File: config.mk
export PLATFORM = sky130hd
export DESIGN_NAME = adr_top
export DESIGN_NICKNAME = d
export VERILOG_FILES = /design/src/hw/adr_pkg.sv /design/src/hw/adr_link_if.sv /design/src/hw/adr_accum.sv /design/src/hw/adr_top.sv /design/src/hw/adr_window.sv
export VERILOG_INCLUDE_DIRS = /design/src /design/src/hw
export SDC_FILE = /design/constraint.sdc
export NUM_CORES = 1
export LEC_CHECK = 0
export ABC_AREA = 1
export BUFFER_PORTS_ARGS = -buffer_cell sky130_fd_sc_hd__buf_2
export CORE_ASPECT_RATIO = 0.8
export CORE_MARGIN = 2
export CORE_UTILIZATION = 57
export CTS_BUF_LIST = sky130_fd_sc_hd__clkbuf_4
export CTS_CLUSTER_SIZE = 14
export DETAILED_ROUTE_END_ITERATION = 10
export HOLD_SLACK_MARGIN = 0.05
export PLACE_DENSITY = 0.79
export SLEW_MARGIN = 10
export SYNTH_ARGS = -nofsm -noshare
export SYNTH_HDL_FRONTEND = slang
export SYNTH_SLANG_ARGS = --single-unit
File: constraint.sdc
create_clock -name i_ref_clk -period 3.8 [get_ports i_ref_clk]
set_input_delay 0.76 -clock i_ref_clk [delete_from_list [all_inputs] [get_ports i_ref_clk]]
set_output_delay 0.76 -clock i_ref_clk [all_outputs]
set_load 0.03 [all_outputs]
File: src/hw/adr_regs.svh
// Register offsets, field positions, reset values and limits of the converter result block.
`ifndef ADR_REGS_SVH
`define ADR_REGS_SVH

// ============================================================
// Register offsets
`define ADR_OFF_ACC_SEL 8'h02
`define ADR_OFF_WIN_MODE 8'h04
`define ADR_OFF_FLAGS 8'h0b
`define ADR_OFF_DEBUG_CTL 8'h0c
`define ADR_OFF_STAGE 8'h0d
`define ADR_OFF_VALUE_LO 8'h10
`define ADR_OFF_VALUE_HI 8'h11
`define ADR_OFF_FLOOR_LO 8'h12
`define ADR_OFF_FLOOR_HI 8'h13
`define ADR_OFF_CEIL_LO 8'h14
`define ADR_OFF_CEIL_HI 8'h15

// ============================================================
// Field positions
`define ADR_BIT_KEEP_RUN 0
`define ADR_BIT_DONE 0
`define ADR_BIT_WHIT 1

// ============================================================
// Reset values and limits
`define ADR_RST_BYTE 8'h00
`define ADR_RST_WORD 16'h0000
`define ADR_SMP_MAX 10'h3ff
`define ADR_SMP_MIN 10'h000
`define ADR_ACC_CEIL 16'hffc0
`define ADR_ACC_SEL_MAX 3'h6

`endif

File: src/hw/adr_pkg.sv
// Types shared by the converter result block.
package adr_pkg;

  // ============================================================
  // Window compare select encoding.
  typedef enum logic [2:0] {
    ADR_WM_NONE = 3'h0,
    ADR_WM_BELOW = 3'h1,
    ADR_WM_ABOVE = 3'h2,
    ADR_WM_INSIDE = 3'h3,
    ADR_WM_OUTSIDE = 3'h4
  } adr_win_mode_t;

  // ============================================================
  // State records of the three modules.
  typedef struct packed {
    logic [6:0] cnt;
    logic [15:0] sum;
    logic tot_vld;
    logic [15:0] tot;
  } adr_acc_st_t;

  typedef struct packed {
    logic hit;
  } adr_win_st_t;

  typedef struct packed {
    logic keep_run;
    logic [7:0] stage;
    logic [15:0] value;
    logic [15:0] floor_v;
    logic [15:0] ceil_v;
    logic [2:0] mode;
    logic [2:0] acc_sel;
    logic done;
    logic whit;
    logic [7:0] rdata;
    logic evt_s1;
    logic evt_s2;
    logic evt_prev;
    logic start;
    logic halted;
  } adr_top_st_t;

endpackage

File: src/hw/adr_link_if.sv
// Signals between the register core, the accumulator and the window comparator.
`timescale 1ns/10ps
interface adr_link_if;
  logic smp_vld;
  logic [11:0] smp_raw;
  logic [2:0] acc_sel;
  logic tot_vld;
  logic [15:0] tot;
  logic [15:0] floor_v;
  logic [15:0] ceil_v;
  logic [2:0] mode;
  logic hit;

  modport core (output smp_vld, output smp_raw, output acc_sel, output floor_v, output ceil_v, output mode,
                input tot_vld, input tot, input hit);
  modport acc (input smp_vld, input smp_raw, input acc_sel, output tot_vld, output tot);
  modport win (input tot_vld, input tot, input floor_v, input ceil_v, input mode, output hit);
endinterface

File: src/hw/adr_accum.sv
// Sample clamp and accumulator of the converter result block.
`timescale 1ns/10ps
`include "adr_regs.svh"
module adr_accum (
  // Clock and reset
  input wire logic i_ref_clk,
  input wire logic i_rst,
  // Link to the core
  adr_link_if.acc lnk
);
  import adr_pkg::*;

  adr_acc_st_t q;
  adr_acc_st_t d;
  logic [9:0] smp_c;
  logic [16:0] sum_w;
  logic [15:0] sum_c;
  logic [2:0] sel_e;
  logic [6:0] cnt_n;

  // ============================================================
  // Clamp, accumulate and cap.
  always_comb begin
    d = q;
    d.tot_vld = 1'b0;
    if (lnk.smp_raw[11]) begin
      smp_c = `ADR_SMP_MIN;
    end else if (lnk.smp_raw[10]) begin
      smp_c = `ADR_SMP_MAX;
    end else begin
      smp_c = lnk.smp_raw[9:0];
    end
    sel_e = (lnk.acc_sel > `ADR_ACC_SEL_MAX) ? `ADR_ACC_SEL_MAX : lnk.acc_sel;
    sum_w = {1'b0, q.sum} + {7'h00, smp_c};
    sum_c = (sum_w > {1'b0, `ADR_ACC_CEIL}) ? `ADR_ACC_CEIL : sum_w[15:0];
    cnt_n = q.cnt + 7'h01;
    if (lnk.smp_vld) begin
      // A count left over from a larger selector closes the total at once instead of wrapping.
      if (cnt_n >= (7'h01 << sel_e)) begin
        d.tot_vld = 1'b1;
        d.tot = sum_c;
        d.sum = `ADR_RST_WORD;
        d.cnt = 7'h00;
      end else begin
        d.sum = sum_c;
        d.cnt = cnt_n;
      end
    end
  end

  always_ff @(posedge i_ref_clk or posedge i_rst) begin
    if (i_rst) begin
      q <= '0;
    end else begin
      q <= d;
    end
  end

  assign lnk.tot_vld = q.tot_vld;
  assign lnk.tot = q.tot;

  a_total_ceiling: assert property (@(posedge i_ref_clk) disable iff (i_rst) q.tot <= `ADR_ACC_CEIL)
    else $error("Accumulated total above ceiling.");
  a_single_clamp: assert property (@(posedge i_ref_clk) disable iff (i_rst)
    (lnk.smp_vld && lnk.acc_sel == 3'h0 && !lnk.smp_raw[11] && lnk.smp_raw[10]) |=> q.tot == 16'h03ff)
    else $error("Over-range sample not saturated.");
  a_single_floor: assert property (@(posedge i_ref_clk) disable iff (i_rst)
    (lnk.smp_vld && lnk.acc_sel == 3'h0 && lnk.smp_raw[11]) |=> q.tot == 16'h0000)
    else $error("Negative sample not clamped to zero.");
endmodule

File: src/hw/adr_top.sv
// Register core of the converter result block: debug halt, byte staging, value and window floor and ceiling.
//
// The implementer's own choice: the strobed register port.
`timescale 1ns/10ps
`include "adr_regs.svh"
module adr_top (
  // Clock and reset
  input wire logic i_ref_clk,
  input wire logic i_rst,
  // Register port
  input wire logic [7:0] i_addr,
  input wire logic [7:0] i_wdata,
  input wire logic i_wr,
  input wire logic i_rd,
  output logic [7:0] o_rdata,
  // Debug and trigger
  input wire logic i_cpu_halted,
  input wire logic i_start_evt,
  // Converter core samples
  input wire logic i_smp_vld,
  input wire logic [11:0] i_smp_raw,
  // Status
  output logic o_start_conv,
  output logic o_value_done,
  output logic o_window_hit,
  output logic o_halted
);
  import adr_pkg::*;

  adr_top_st_t q;
  adr_top_st_t d;
  logic active;
  logic evt_rise;
  logic rd_value_lo;
  logic wr_flags;

  adr_link_if lnk ();

  // ============================================================
  // Submodules
  adr_accum u_accum (
    .i_ref_clk(i_ref_clk),
    .i_rst(i_rst),
    .lnk(lnk.acc)
  );

  adr_window u_window (
    .i_ref_clk(i_ref_clk),
    .i_rst(i_rst),
    .lnk(lnk.win)
  );

  // ============================================================
  // Run gating
  // The converter only advances while the CPU runs or software asked it to keep running.
  assign active = q.keep_run || !i_cpu_halted;
  assign evt_rise = q.evt_s2 && !q.evt_prev;

  assign lnk.smp_vld = i_smp_vld && active;
  assign lnk.smp_raw = i_smp_raw;
  assign lnk.acc_sel = q.acc_sel;
  assign lnk.floor_v = q.floor_v;
  assign lnk.ceil_v = q.ceil_v;
  assign lnk.mode = q.mode;

  assign rd_value_lo = i_rd && (i_addr == `ADR_OFF_VALUE_LO);
  assign wr_flags = i_wr && (i_addr == `ADR_OFF_FLAGS);

  // ============================================================
  // Next state
  always_comb begin
    d = q;
    d.evt_s1 = i_start_evt;
    d.evt_s2 = q.evt_s1;
    d.evt_prev = q.evt_s2;
    d.start = evt_rise && active;
    d.halted = !active;
    d.rdata = 8'h00;

    // A finished total lands in the value register for software to read.
    if (lnk.tot_vld) begin
      d.value = lnk.tot;
    end

    // Register reads; reading the low half stages the high half.
    if (i_rd) begin
      case (i_addr)
        `ADR_OFF_ACC_SEL: d.rdata = {5'h00, q.acc_sel};
        `ADR_OFF_WIN_MODE: d.rdata = {5'h00, q.mode};
        `ADR_OFF_FLAGS: d.rdata = {6'h00, q.whit, q.done};
        `ADR_OFF_DEBUG_CTL: d.rdata = {7'h00, q.keep_run};
        `ADR_OFF_STAGE: d.rdata = q.stage;
        `ADR_OFF_VALUE_LO: begin
          d.rdata = q.value[7:0];
          d.stage = q.value[15:8];
        end
        `ADR_OFF_VALUE_HI: d.rdata = q.stage;
        `ADR_OFF_FLOOR_LO: begin
          d.rdata = q.floor_v[7:0];
          d.stage = q.floor_v[15:8];
        end
        `ADR_OFF_FLOOR_HI: d.rdata = q.stage;
        `ADR_OFF_CEIL_LO: begin
          d.rdata = q.ceil_v[7:0];
          d.stage = q.ceil_v[15:8];
        end
        `ADR_OFF_CEIL_HI: d.rdata = q.stage;
        default: d.rdata = 8'h00;
      endcase
    end

    // Register writes; a low half waits in the staging byte for its high half.
    if (i_wr) begin
      case (i_addr)
        `ADR_OFF_ACC_SEL: d.acc_sel = i_wdata[2:0];
        `ADR_OFF_WIN_MODE: d.mode = i_wdata[2:0];
        `ADR_OFF_DEBUG_CTL: d.keep_run = i_wdata[`ADR_BIT_KEEP_RUN];
        `ADR_OFF_STAGE: d.stage = i_wdata;
        `ADR_OFF_FLOOR_LO: d.stage = i_wdata;
        `ADR_OFF_FLOOR_HI: d.floor_v = {i_wdata, q.stage};
        `ADR_OFF_CEIL_LO: d.stage = i_wdata;
        `ADR_OFF_CEIL_HI: d.ceil_v = {i_wdata, q.stage};
        default: d.stage = d.stage;
      endcase
    end

    // Flags clear on write-one or on a read of the low value byte; a new event wins over the clear.
    if (rd_value_lo || (wr_flags && i_wdata[`ADR_BIT_DONE])) begin
      d.done = 1'b0;
    end
    if (rd_value_lo || (wr_flags && i_wdata[`ADR_BIT_WHIT])) begin
      d.whit = 1'b0;
    end
    if (lnk.tot_vld) begin
      d.done = 1'b1;
    end
    if (lnk.hit) begin
      d.whit = 1'b1;
    end
  end

  // ============================================================
  // State register
  always_ff @(posedge i_ref_clk or posedge i_rst) begin
    if (i_rst) begin
      q <= '0;
    end else begin
      q <= d;
    end
  end

  // ============================================================
  // Outputs
  assign o_rdata = q.rdata;
  assign o_start_conv = q.start;
  assign o_value_done = q.done;
  assign o_window_hit = q.whit;
  assign o_halted = q.halted;

  // ============================================================
  // Checks
  a_halt_blocks_event: assert property (@(posedge i_ref_clk) disable iff (i_rst)
    (i_cpu_halted && !q.keep_run) |=> (!q.start && q.halted))
    else $error("Start issued while halted without keep-running.");

  a_halt_blocks_sample: assert property (@(posedge i_ref_clk) disable iff (i_rst)
    (i_cpu_halted && !q.keep_run) |-> !lnk.smp_vld)
    else $error("Sample accepted while halted.");

  a_keep_run_event: assert property (@(posedge i_ref_clk) disable iff (i_rst)
    (q.keep_run && q.evt_s2 && !q.evt_prev) |=> q.start)
    else $error("Event lost while keep-running set.");

  a_stage_write: assert property (@(posedge i_ref_clk) disable iff (i_rst)
    (i_wr && i_addr == `ADR_OFF_STAGE) ##1 (i_rd && i_addr == `ADR_OFF_STAGE) |=> o_rdata == $past(i_wdata, 2))
    else $error("Staging byte does not read back.");

  a_low_read_stages: assert property (@(posedge i_ref_clk) disable iff (i_rst)
    rd_value_lo |=> (q.stage == $past(q.value[15:8]) && o_rdata == $past(q.value[7:0])))
    else $error("Low read did not stage the high byte.");

  a_high_read_pair: assert property (@(posedge i_ref_clk) disable iff (i_rst)
    (i_rd && i_addr == `ADR_OFF_VALUE_HI) |=> o_rdata == $past(q.stage))
    else $error("High byte read not served from staging.");

  a_floor_commit: assert property (@(posedge i_ref_clk) disable iff (i_rst)
    (i_wr && i_addr == `ADR_OFF_FLOOR_HI) |=> q.floor_v == {$past(i_wdata), $past(q.stage)})
    else $error("Floor not committed as one word.");

  a_floor_low_held: assert property (@(posedge i_ref_clk) disable iff (i_rst)
    (i_wr && i_addr == `ADR_OFF_FLOOR_LO) |=> $stable(q.floor_v))
    else $error("Floor changed on low byte write.");

  a_done_set_wins: assert property (@(posedge i_ref_clk) disable iff (i_rst)
    lnk.tot_vld |=> (q.done && q.value == $past(lnk.tot)))
    else $error("Finished total not flagged.");

  a_done_clear_one: assert property (@(posedge i_ref_clk) disable iff (i_rst)
    (wr_flags && i_wdata[0] && !lnk.tot_vld) |=> !q.done)
    else $error("Write-one did not clear the done flag.");

  a_done_write_zero: assert property (@(posedge i_ref_clk) disable iff (i_rst)
    (wr_flags && !i_wdata[0] && !rd_value_lo && q.done) |=> q.done)
    else $error("Write-zero changed the done flag.");

  a_value_ceiling: assert property (@(posedge i_ref_clk) disable iff (i_rst) q.value <= `ADR_ACC_CEIL)
    else $error("Conversion value above ceiling.");

  a_stage_read_back: assert property (@(posedge i_ref_clk) disable iff (i_rst)
    (i_rd && i_addr == `ADR_OFF_STAGE) |=> o_rdata == $past(q.stage))
    else $error("Staging byte read returned a wrong value.");

  a_stage_direct: assert property (@(posedge i_ref_clk) disable iff (i_rst)
    (i_wr && i_addr == `ADR_OFF_STAGE) |=> q.stage == $past(i_wdata))
    else $error("Staging byte write not taken.");

  a_floor_low_stages: assert property (@(posedge i_ref_clk) disable iff (i_rst)
    (i_wr && i_addr == `ADR_OFF_FLOOR_LO) |=> q.stage == $past(i_wdata))
    else $error("Floor low byte not held in staging.");

  a_floor_read_low: assert property (@(posedge i_ref_clk) disable iff (i_rst)
    (i_rd && i_addr == `ADR_OFF_FLOOR_LO) |=> (o_rdata == $past(q.floor_v[7:0]) && q.stage == $past(q.floor_v[15:8])))
    else $error("Floor low read did not stage the high byte.");

  a_floor_read_high: assert property (@(posedge i_ref_clk) disable iff (i_rst)
    (i_rd && i_addr == `ADR_OFF_FLOOR_HI) |=> o_rdata == $past(q.stage))
    else $error("Floor high read not served from staging.");

  a_floor_only_commit: assert property (@(posedge i_ref_clk) disable iff (i_rst)
    !(i_wr && i_addr == `ADR_OFF_FLOOR_HI) |=> $stable(q.floor_v))
    else $error("Floor changed without a high byte write.");

  a_ceil_shares_stage: assert property (@(posedge i_ref_clk) disable iff (i_rst)
    (i_wr && i_addr == `ADR_OFF_CEIL_LO) |=> q.stage == $past(i_wdata))
    else $error("Ceiling low byte not held in the shared staging byte.");

  a_value_only_total: assert property (@(posedge i_ref_clk) disable iff (i_rst)
    !lnk.tot_vld |=> $stable(q.value))
    else $error("Conversion value changed without a finished total.");

  a_value_read_clears: assert property (@(posedge i_ref_clk) disable iff (i_rst)
    (rd_value_lo && !lnk.tot_vld) |=> !q.done)
    else $error("Value read did not clear the done flag.");

  a_hit_read_clears: assert property (@(posedge i_ref_clk) disable iff (i_rst)
    (rd_value_lo && !lnk.hit) |=> !q.whit)
    else $error("Value read did not clear the window flag.");

  a_hit_clear_one: assert property (@(posedge i_ref_clk) disable iff (i_rst)
    (wr_flags && i_wdata[`ADR_BIT_WHIT] && !lnk.hit) |=> !q.whit)
    else $error("Write-one did not clear the window flag.");

  a_hit_write_zero: assert property (@(posedge i_ref_clk) disable iff (i_rst)
    (wr_flags && !i_wdata[`ADR_BIT_WHIT] && !rd_value_lo && q.whit) |=> q.whit)
    else $error("Write-zero changed the window flag.");

  a_hit_sets_flag: assert property (@(posedge i_ref_clk) disable iff (i_rst)
    lnk.hit |=> q.whit)
    else $error("Window hit not flagged.");

  a_done_needs_total: assert property (@(posedge i_ref_clk) disable iff (i_rst)
    (!lnk.tot_vld && !q.done) |=> !q.done)
    else $error("Done flag set without a finished total.");

  a_keep_run_write: assert property (@(posedge i_ref_clk) disable iff (i_rst)
    (i_wr && i_addr == `ADR_OFF_DEBUG_CTL) |=> q.keep_run == $past(i_wdata[`ADR_BIT_KEEP_RUN]))
    else $error("Keep-running bit write not taken.");

  a_keep_run_sample: assert property (@(posedge i_ref_clk) disable iff (i_rst)
    (q.keep_run && i_smp_vld) |-> lnk.smp_vld)
    else $error("Sample dropped while keep-running set.");

  a_start_one_cycle: assert property (@(posedge i_ref_clk) disable iff (i_rst)
    q.start |=> !q.start)
    else $error("Start pulse longer than one cycle.");

  a_mode_write: assert property (@(posedge i_ref_clk) disable iff (i_rst)
    (i_wr && i_addr == `ADR_OFF_WIN_MODE) |=> q.mode == $past(i_wdata[2:0]))
    else $error("Compare select write not taken.");

  a_mode_read: assert property (@(posedge i_ref_clk) disable iff (i_rst)
    (i_rd && i_addr == `ADR_OFF_WIN_MODE) |=> o_rdata == {5'h00, $past(q.mode)})
    else $error("Compare select read back wrong.");

  a_debug_read: assert property (@(posedge i_ref_clk) disable iff (i_rst)
    (i_rd && i_addr == `ADR_OFF_DEBUG_CTL) |=> o_rdata == {7'h00, $past(q.keep_run)})
    else $error("Debug control read back wrong.");

  a_acc_sel_read: assert property (@(posedge i_ref_clk) disable iff (i_rst)
    (i_rd && i_addr == `ADR_OFF_ACC_SEL) |=> o_rdata == {5'h00, $past(q.acc_sel)})
    else $error("Accumulation select read back wrong.");

  a_flags_read: assert property (@(posedge i_ref_clk) disable iff (i_rst)
    (i_rd && i_addr == `ADR_OFF_FLAGS) |=> o_rdata == {6'h00, $past(q.whit), $past(q.done)})
    else $error("Flags read back wrong.");

  a_rdata_idle_zero: assert property (@(posedge i_ref_clk) disable iff (i_rst)
    !i_rd |=> o_rdata == 8'h00)
    else $error("Read data not zero outside a read.");
endmodule

File: src/hw/adr_window.sv
// Window comparator applied to each finished total.
`timescale 1ns/10ps
`include "adr_regs.svh"
module adr_window (
  // Clock and reset
  input wire logic i_ref_clk,
  input wire logic i_rst,
  // Link to the core
  adr_link_if.win lnk
);
  import adr_pkg::*;

  adr_win_st_t q;
  adr_win_st_t d;
  logic below;
  logic above;

  // ============================================================
  // Unsigned comparison, only when a total is finished.
  always_comb begin
    d = q;
    below = lnk.tot < lnk.floor_v;
    above = lnk.tot > lnk.ceil_v;
    d.hit = 1'b0;
    if (lnk.tot_vld) begin
      case (lnk.mode)
        ADR_WM_BELOW: d.hit = below;
        ADR_WM_ABOVE: d.hit = above;
        ADR_WM_INSIDE: d.hit = (lnk.tot > lnk.floor_v) && (lnk.tot < lnk.ceil_v);
        ADR_WM_OUTSIDE: d.hit = below || above;
        default: d.hit = 1'b0;
      endcase
    end
  end

  always_ff @(posedge i_ref_clk or posedge i_rst) begin
    if (i_rst) begin
      q <= '0;
    end else begin
      q <= d;
    end
  end

  assign lnk.hit = q.hit;

  a_total_only: assert property (@(posedge i_ref_clk) disable iff (i_rst) !lnk.tot_vld |=> !q.hit)
    else $error("Window hit without a finished total.");
  a_below_hit: assert property (@(posedge i_ref_clk) disable iff (i_rst)
    (lnk.tot_vld && lnk.mode == ADR_WM_BELOW && lnk.tot < lnk.floor_v) |=> q.hit)
    else $error("Below-floor total missed.");
  a_mode_none: assert property (@(posedge i_ref_clk) disable iff (i_rst)
    (lnk.mode == ADR_WM_NONE || lnk.mode > ADR_WM_OUTSIDE) |=> !q.hit)
    else $error("Hit reported while comparison disabled.");
endmodule
==> Yosys cells after proc, flatten, opt, wreduce, memory -nomap -nowiden <==
Cells that the tools add are included.
{ "word_totals": {"reg_bits": 119, "latchBits": 0, "ram_bits": 0, "rom_bits": 0, "inputBits": 35, "output_inout_bits": 12, "wordCells": 89, "mem_count": 0} }
{ "op_classes": {"add_sub_neg": 2, "multipliers": 0, "div_mod_pow": 0, "magnitude_cmp": 7, "n_eq_ne": 15, "shift": 1, "n_mux": 19, "bitwise_logic": 0, "n_reduce_logical": 25} }
{ "ops": {"columns": ["cell", "n"], "rows": [
  ["case mux 8 bit (8 select lines)", 1],
  ["equality test 8 x 5 -> 1 bit, second input constant", 6],
  ["2-to-1 mux 17 bit", 2],
  ["> comparator 16 bit", 2],
  ["< comparator 16 bit", 2],
  ["2-to-1 mux 8 bit", 4],
  ["equality test 8 x 4 -> 1 bit, second input constant", 3],
  ["case mux 8 bit (3 select lines)", 1],
  ["2-to-1 mux 23 bit", 1],
  ["2-to-1 mux 10 bit", 2],
  ["adder 16 x 10 -> 17 bit", 1],
  ["> comparator 17 x 16 -> 1 bit, second input constant", 1],
  ["2-to-1 mux 16 bit", 1],
  ["AND reduction 2 bit", 6],
  ["equality test 8 x 2 -> 1 bit, second input constant", 1],
  ["equality test 8 x 3 -> 1 bit, second input constant", 1],
  ["logical AND 1 bit", 8],
  ["adder 7 x 1 -> 7 bit, second input constant", 1],
  ["greater-or-equal comparator 7 bit", 1],
  ["<< shifter 1 x 3 -> 7 bit, first input constant", 1],
  ["equality test 3 x 2 -> 1 bit, second input constant", 2],
  ["2-to-1 mux 1 bit", 5],
  ["logical OR 1 bit", 4],
  ["case mux 1 bit (4 select lines)", 1],
  ["other kinds (8)", 11]
]} }

==> Logic depth before layout (Yosys ltp) <==
{ "logic_depth": {"word_depth": 7, "ltp_mapped": 20, "ltp_nobuf": 17} }

==> By module <==
A second synthesis with hierarchy kept.
{ "hier_totals": {"hier_cells": 1079, "hier_area_um2": 7712.4} }
{ "modules_own_cells": {"columns": ["mod", "instances", "cells_per_inst", "area_per_inst_um2", "seq_area_each_um2"], "rows": [
  ["adr_top", 1, 479, 3699.8, 1951.9],
  ["adr_accum", 1, 443, 3041.7, 1001.0],
  ["adr_window", 1, 157, 970.9, 25.0]
]} }

==> Worst setup path after synthesis <==
OpenSTA, ideal clock, no wires.
{ "synth_path": {"path_kind": "input to register", "start": "input i_smp_raw[10]", "end": "register u_accum.q[23] (netlist bit)", "setup_ns": 0.117, "arrival_ns": 2.920, "required_time_ns": 3.683, "path_slack_ns": 0.764, "stages": 17, "path_buffers": 2, "cell_sequence": "clkbuf_1 -> nor2_1 -> nor2_1 -> ha_1 -> fa_1 -> or2_2 -> nor2_1 -> nand3_1 -> nor2_1 -> nand2_1 -> nand3_1 -> nor2_1 -> nand3_2 -> buf_6 -> nand3_2 -> nand2_1 -> nand2_1"} }
{ "synth_between": {"elab_chain_cells": 6} }
{ "synth_lines": {"columns": ["element", "line_no", "rtl"], "rows": [
  ["start, declared", "adr_top.sv:21", "input wire logic [11:0] i_smp_raw,"],
  ["2-to-1 mux 10 bit *", "adr_accum.sv:28", "end else if (lnk.smp_raw[10]) begin"],
  ["2-to-1 mux 10 bit *", "adr_accum.sv:26", "if (lnk.smp_raw[11]) begin"],
  ["adder 16 x 10 -> 17 bit *", "adr_accum.sv:34", "sum_w = {1'b0, q.sum} + {7'h00, smp_c};"],
  ["> comparator 17 x 16 -> 1 bit", "adr_accum.sv:35", "sum_c = (sum_w > {1'b0, `ADR_ACC_CEIL}) ? `ADR_ACC_CEIL : sum_w[15:0];"],
  ["2-to-1 mux 16 bit *", "adr_accum.sv:35", null],
  ["2-to-1 mux 23 bit *", "adr_accum.sv:39", "if (cnt_n >= (7'h01 << sel_e)) begin"],
  ["end signal, assigned", "adr_accum.sv:53", "q <= '0;"],
  ["end signal, assigned", "adr_accum.sv:55", "q <= d;"],
  ["end, declared", "adr_accum.sv:13", "adr_acc_st_t q;"]
]} }
Mark *: on every way between the ends. The rest lies on a longest branch, timed or not.
A chain may end at the register's enable or synchronous reset.

==> Worst setup path after layout <==
{ "layout_path": {"start": "input i_smp_raw[10]", "end": "register u_accum.q (netlist bit u_accum.lnk.tot[5])"} }
{ "layout_between": {"elab_chain_cells": 5} }
{ "layout_lines": {"columns": ["element", "line_no"], "rows": [
  ["2-to-1 mux 10 bit *", "adr_accum.sv:28"],
  ["2-to-1 mux 10 bit *", "adr_accum.sv:26"],
  ["adder 16 x 10 -> 17 bit *", "adr_accum.sv:34"],
  ["> comparator 17 x 16 -> 1 bit", "adr_accum.sv:35"],
  ["2-to-1 mux 16 bit *", "adr_accum.sv:35"]
]} }
Marked as above.

==> results.py <==
metrics = {
    "global_route": {
        "grt_first_pass_wirelength_um": 30100,
        "grt_pass1_vias": 6088,
        "grt_max_degree": 120,
        "antenna_found_initial": 0,
        "grt_use_total": 0.280,
        "overflow": 0,
    },
    "setup_path": {
        "worstPathRequired_ns": 4.21,
        "setup.worst_path.class": "input port to register",
        "reg2reg_depth": 12,
        "cp_slowest_cell": "fa_1",
        "crit_fanout": 21,
        "regToRegEndpoint": "u_accum.lnk.tot[5]",
        "reg2reg_slack_ns": 1.03,
        "reg2reg_from": "u_accum.q[17]",
        "path_common_cell": "nand2_1",
        "arrival_ns": 3.33,
        "critPathLaunchType": "input port",
        "cp-end-kind": "register",
        "max_stage_delay_ns": 0.44,
        "crit_chain": "buf_2 -> nor2_1 -> nor2_1 -> ha_1 -> fa_1 -> nand3_1 -> nand2_1 -> nand2_1 -> nand2_1 -> xor2_1 -> nand3_1 -> nor2_1 -> nand3_2 -> nand4_1 -> nand2_1",
    },
    "placed_design": {
        "dp_hpwl_um": 13100,
        "dp.cells": 1152,
        "portBuffers": 46,
        "gp_congestion": 0.911,
    },
    "flow_run": {
        "cap_viol_max_count": 0,
    },
    "sta": {
        "relSlewSlack": 0.271,
        "hold_viol": 0,
        "max_freq_ghz": 0.343,
        "skew_ns": 0.0182,
        "fin_setup_tns_ns": 0,
        "tightest_slew_ns": 1.09,
        "period_needed_ns": 2.92,
        "setup_viol": 0,
        "rsz0062_at_grt": "false",
        "fin_crit_sh": 0.768,
        "slew_violations": 0,
    },
    "cells_and_area": {
        "layout-drive-gt1-share": 0.118,
        "stdcell_count": 1183,
        "insertedDiodeCount": 0,
        "layout.nets": 1082,
        "area_growth_syn_to_layout_pct": 8.26,
    },
    "route": {
        "post-route-drc-count": 0,
        "vias": 6456,
        "postRouteAntennaNets": 0,
        "dr.pass1.iters": 7,
        "wl_per_cell_um": 15.1,
        "wl_um": 17900,
        "vias_per_cell": 5.46,
        "drt_iter0_drc": 646,
    },
    "die": {
        "io_pins": 47,
        "num_rows": 37,
        "die_y_um": 105,
        "die_area_sq_um": 13800,
        "core_sq_um": 12700,
        "fp.dieW_um": 131,
        "initial_utilization": 0.578,
    },
    "clocking": {
        "cts_sinks": 119,
        "cts_tree": "built",
        "clockBufferDepth": 2,
        "postCtsHoldBufs": 0,
        "htreeDepth": 4,
        "cts_root_buf": "clkbuf_4",
        "cts.clk_slew.worst_paths_ns": 0.10,
        "cts_setup_buffers": 0,
        "ctsResizeCount": 0,
        "insertion_delay_ns": 0.53,
        "cts-buffers-inserted": 17,
    },
    "pwr": {
        "vdd_drop_max_uv": 235,
        "p_leak_nw": 4.15,
        "p_per_area_nw_per_um2": 508,
    },
    "status": {
        "outcome": "complete, no violations",
    },
    "synth": {
        "yosysSeqAreaShare": 0.406,
        "synth_nets": 1042,
        "synth-edff-count": 0,
        "yosysWarnings": 0,
        "async_flop_share": 1.00,
        "synth-seq-cells": 119,
        "syn_inst": 956,
        "yosys_most_used_dff": "dfrtp_1",
        "ys_types": 50,
        "avgSynthCellArea_sq_um": 7.67,
        "syn_area_sq_um": 7330,
    },
    "min_path": {
        "hold_class": "input port to async pin",
    },
}
metrics by stage:
step / power (mW) / instance area [sq um] / setup WS (ns) / hold slack [ns] / util
after floorplan: 2.73 / 7330 / 0.764 / 0.331 / -
after global placement: 3.08 / 7660 / 0.385 / 0.349 / 0.604
after detailed placement: 3.12 / 7660 / 0.352 / 0.342 / 0.604
after CTS: 4.03 / 7940 / 0.931 / 0.306 / 0.626
after global routing: 4.38 / 7940 / 0.707 / 0.279 / 0.626
final: 4.03 / 7940 / 0.883 / 0.338 / 0.626
worst max-delay path, delay by kind of cell:
| family | cells | cell delay [ns] |
|---|---|---|
| simple gates | 11 | 1.48 |
| buf+inv | 1 | 0.16 |
| fa+ha+maj | 2 | 0.69 |
| xor+xnor | 1 | 0.23 |
how the worst max path moves through the flow:
stage                        from                  end  slack, ns  depth (start not counted)
finish              i_smp_raw[10]   u_accum.lnk.tot[5]       0.88                         15
global placement    i_smp_raw[10]  u_accum.lnk.tot[15]       0.38                         16
floorplan           i_smp_raw[10]        u_accum.q[23]       0.76                         17
CTS                 i_smp_raw[10]   u_accum.lnk.tot[5]       0.93                         15
detailed placement  i_smp_raw[10]   u_accum.lnk.tot[5]       0.35                         15
global route        i_smp_raw[10]        u_accum.q[32]       0.71                         18
where the power goes:
part / internal, mW / switching, mW
Clock: 0.445 / 0.459
Sequential: 1.47 / 0.233
Combinational: 0.543 / 0.882
sequential cells by signal (all words and copies together), names as in the netlist, 2 cells and up:
register	count
lnk.acc_sel	3
lnk.ceil_v	16
q	26
lnk.floor_v	16
o_rdata	8
u_accum.lnk.tot	16
u_accum.q	23
lnk.mode	3
d	2
cells in the mapped netlist, types with 4 or more instances:
| cell type | instances | area [sq um] |
|---|---|---|
| nand2_1 | 286 | 1070 |
| inv_1 | 139 | 522 |
| dfrtp_1 | 119 | 2980 |
| o21ai_0 | 60 | 300 |
| nor2_1 | 59 | 221 |
| ha_1 | 50 | 626 |
| nand3_1 | 39 | 195 |
| a21oi_1 | 30 | 150 |
| nand4_1 | 26 | 163 |
| clkbuf_1 | 16 | 60.1 |
| o22ai_1 | 14 | 87.6 |
| nor3_1 | 13 | 65.1 |
| nand3_2 | 12 | 120 |
| buf_4 | 8 | 60.1 |
| xor2_1 | 7 | 61.3 |
| a221oi_1 | 6 | 52.6 |
| buf_2 | 6 | 30.0 |
| o211ai_1 | 5 | 37.5 |
| o21a_1 | 5 | 37.5 |
| o221ai_1 | 5 | 43.8 |
| nor2_2 | 4 | 25.0 |
| o21ai_1 | 4 | 20.0 |
placed cells by master (no fill, tap or decap), types with 3 or more instances in the layout:
cell type  instances
a21oi_1           30
ha_1              50
buf_4              7
nor3_1            13
nand3_2           12
buf_2             46
nand2_1          286
xor2_1             7
nand2_2            3
o21ai_0           60
inv_1            138
o211ai_1           5
nor2_1            59
dfrtp_1          119
nand4_1           26
clkinv_2           5
clkinv_1           6
o22ai_1           14
nor2_2             4
nand3_1           39
o221ai_1           5
a221oi_1           6
o21ai_2            3
o21ai_1            4
clkbuf_4          18
bufinv_16          3
o21a_1             5
layout make-up:
cell class	count	area (sq um)
clock buffers	18	135
flip-flops and latches	119	2980
clock inverters	13	138
fillers	1157	4750
well taps	175	219
repair buffers	54	303
inverters	145	556
multi-input cells	659	3610
cells by family (layout without fill, tap and decap cells):
logic type	Yosys count	after routing	synth area share
simple gates	454	454	0.271
buf+inv	178	230	0.102
compound gates	147	147	0.124
flops	119	119	0.406
fa+ha+maj	51	51	0.0881
xor+xnor	7	7	0.00836
routing by layer:
metal,routed length [um],part of all wire,vias to the layer above,GRT usage
met3,1380,0.077,16,0.0614
met1,8630,0.48,3002,0.427
met5,0,0,-,0
met2,7670,0.43,248,0.409
li1,-,-,3190,-
met4,187,0.010,0,0.0638
No activity file was read; power rests on OpenSTA's default activity.
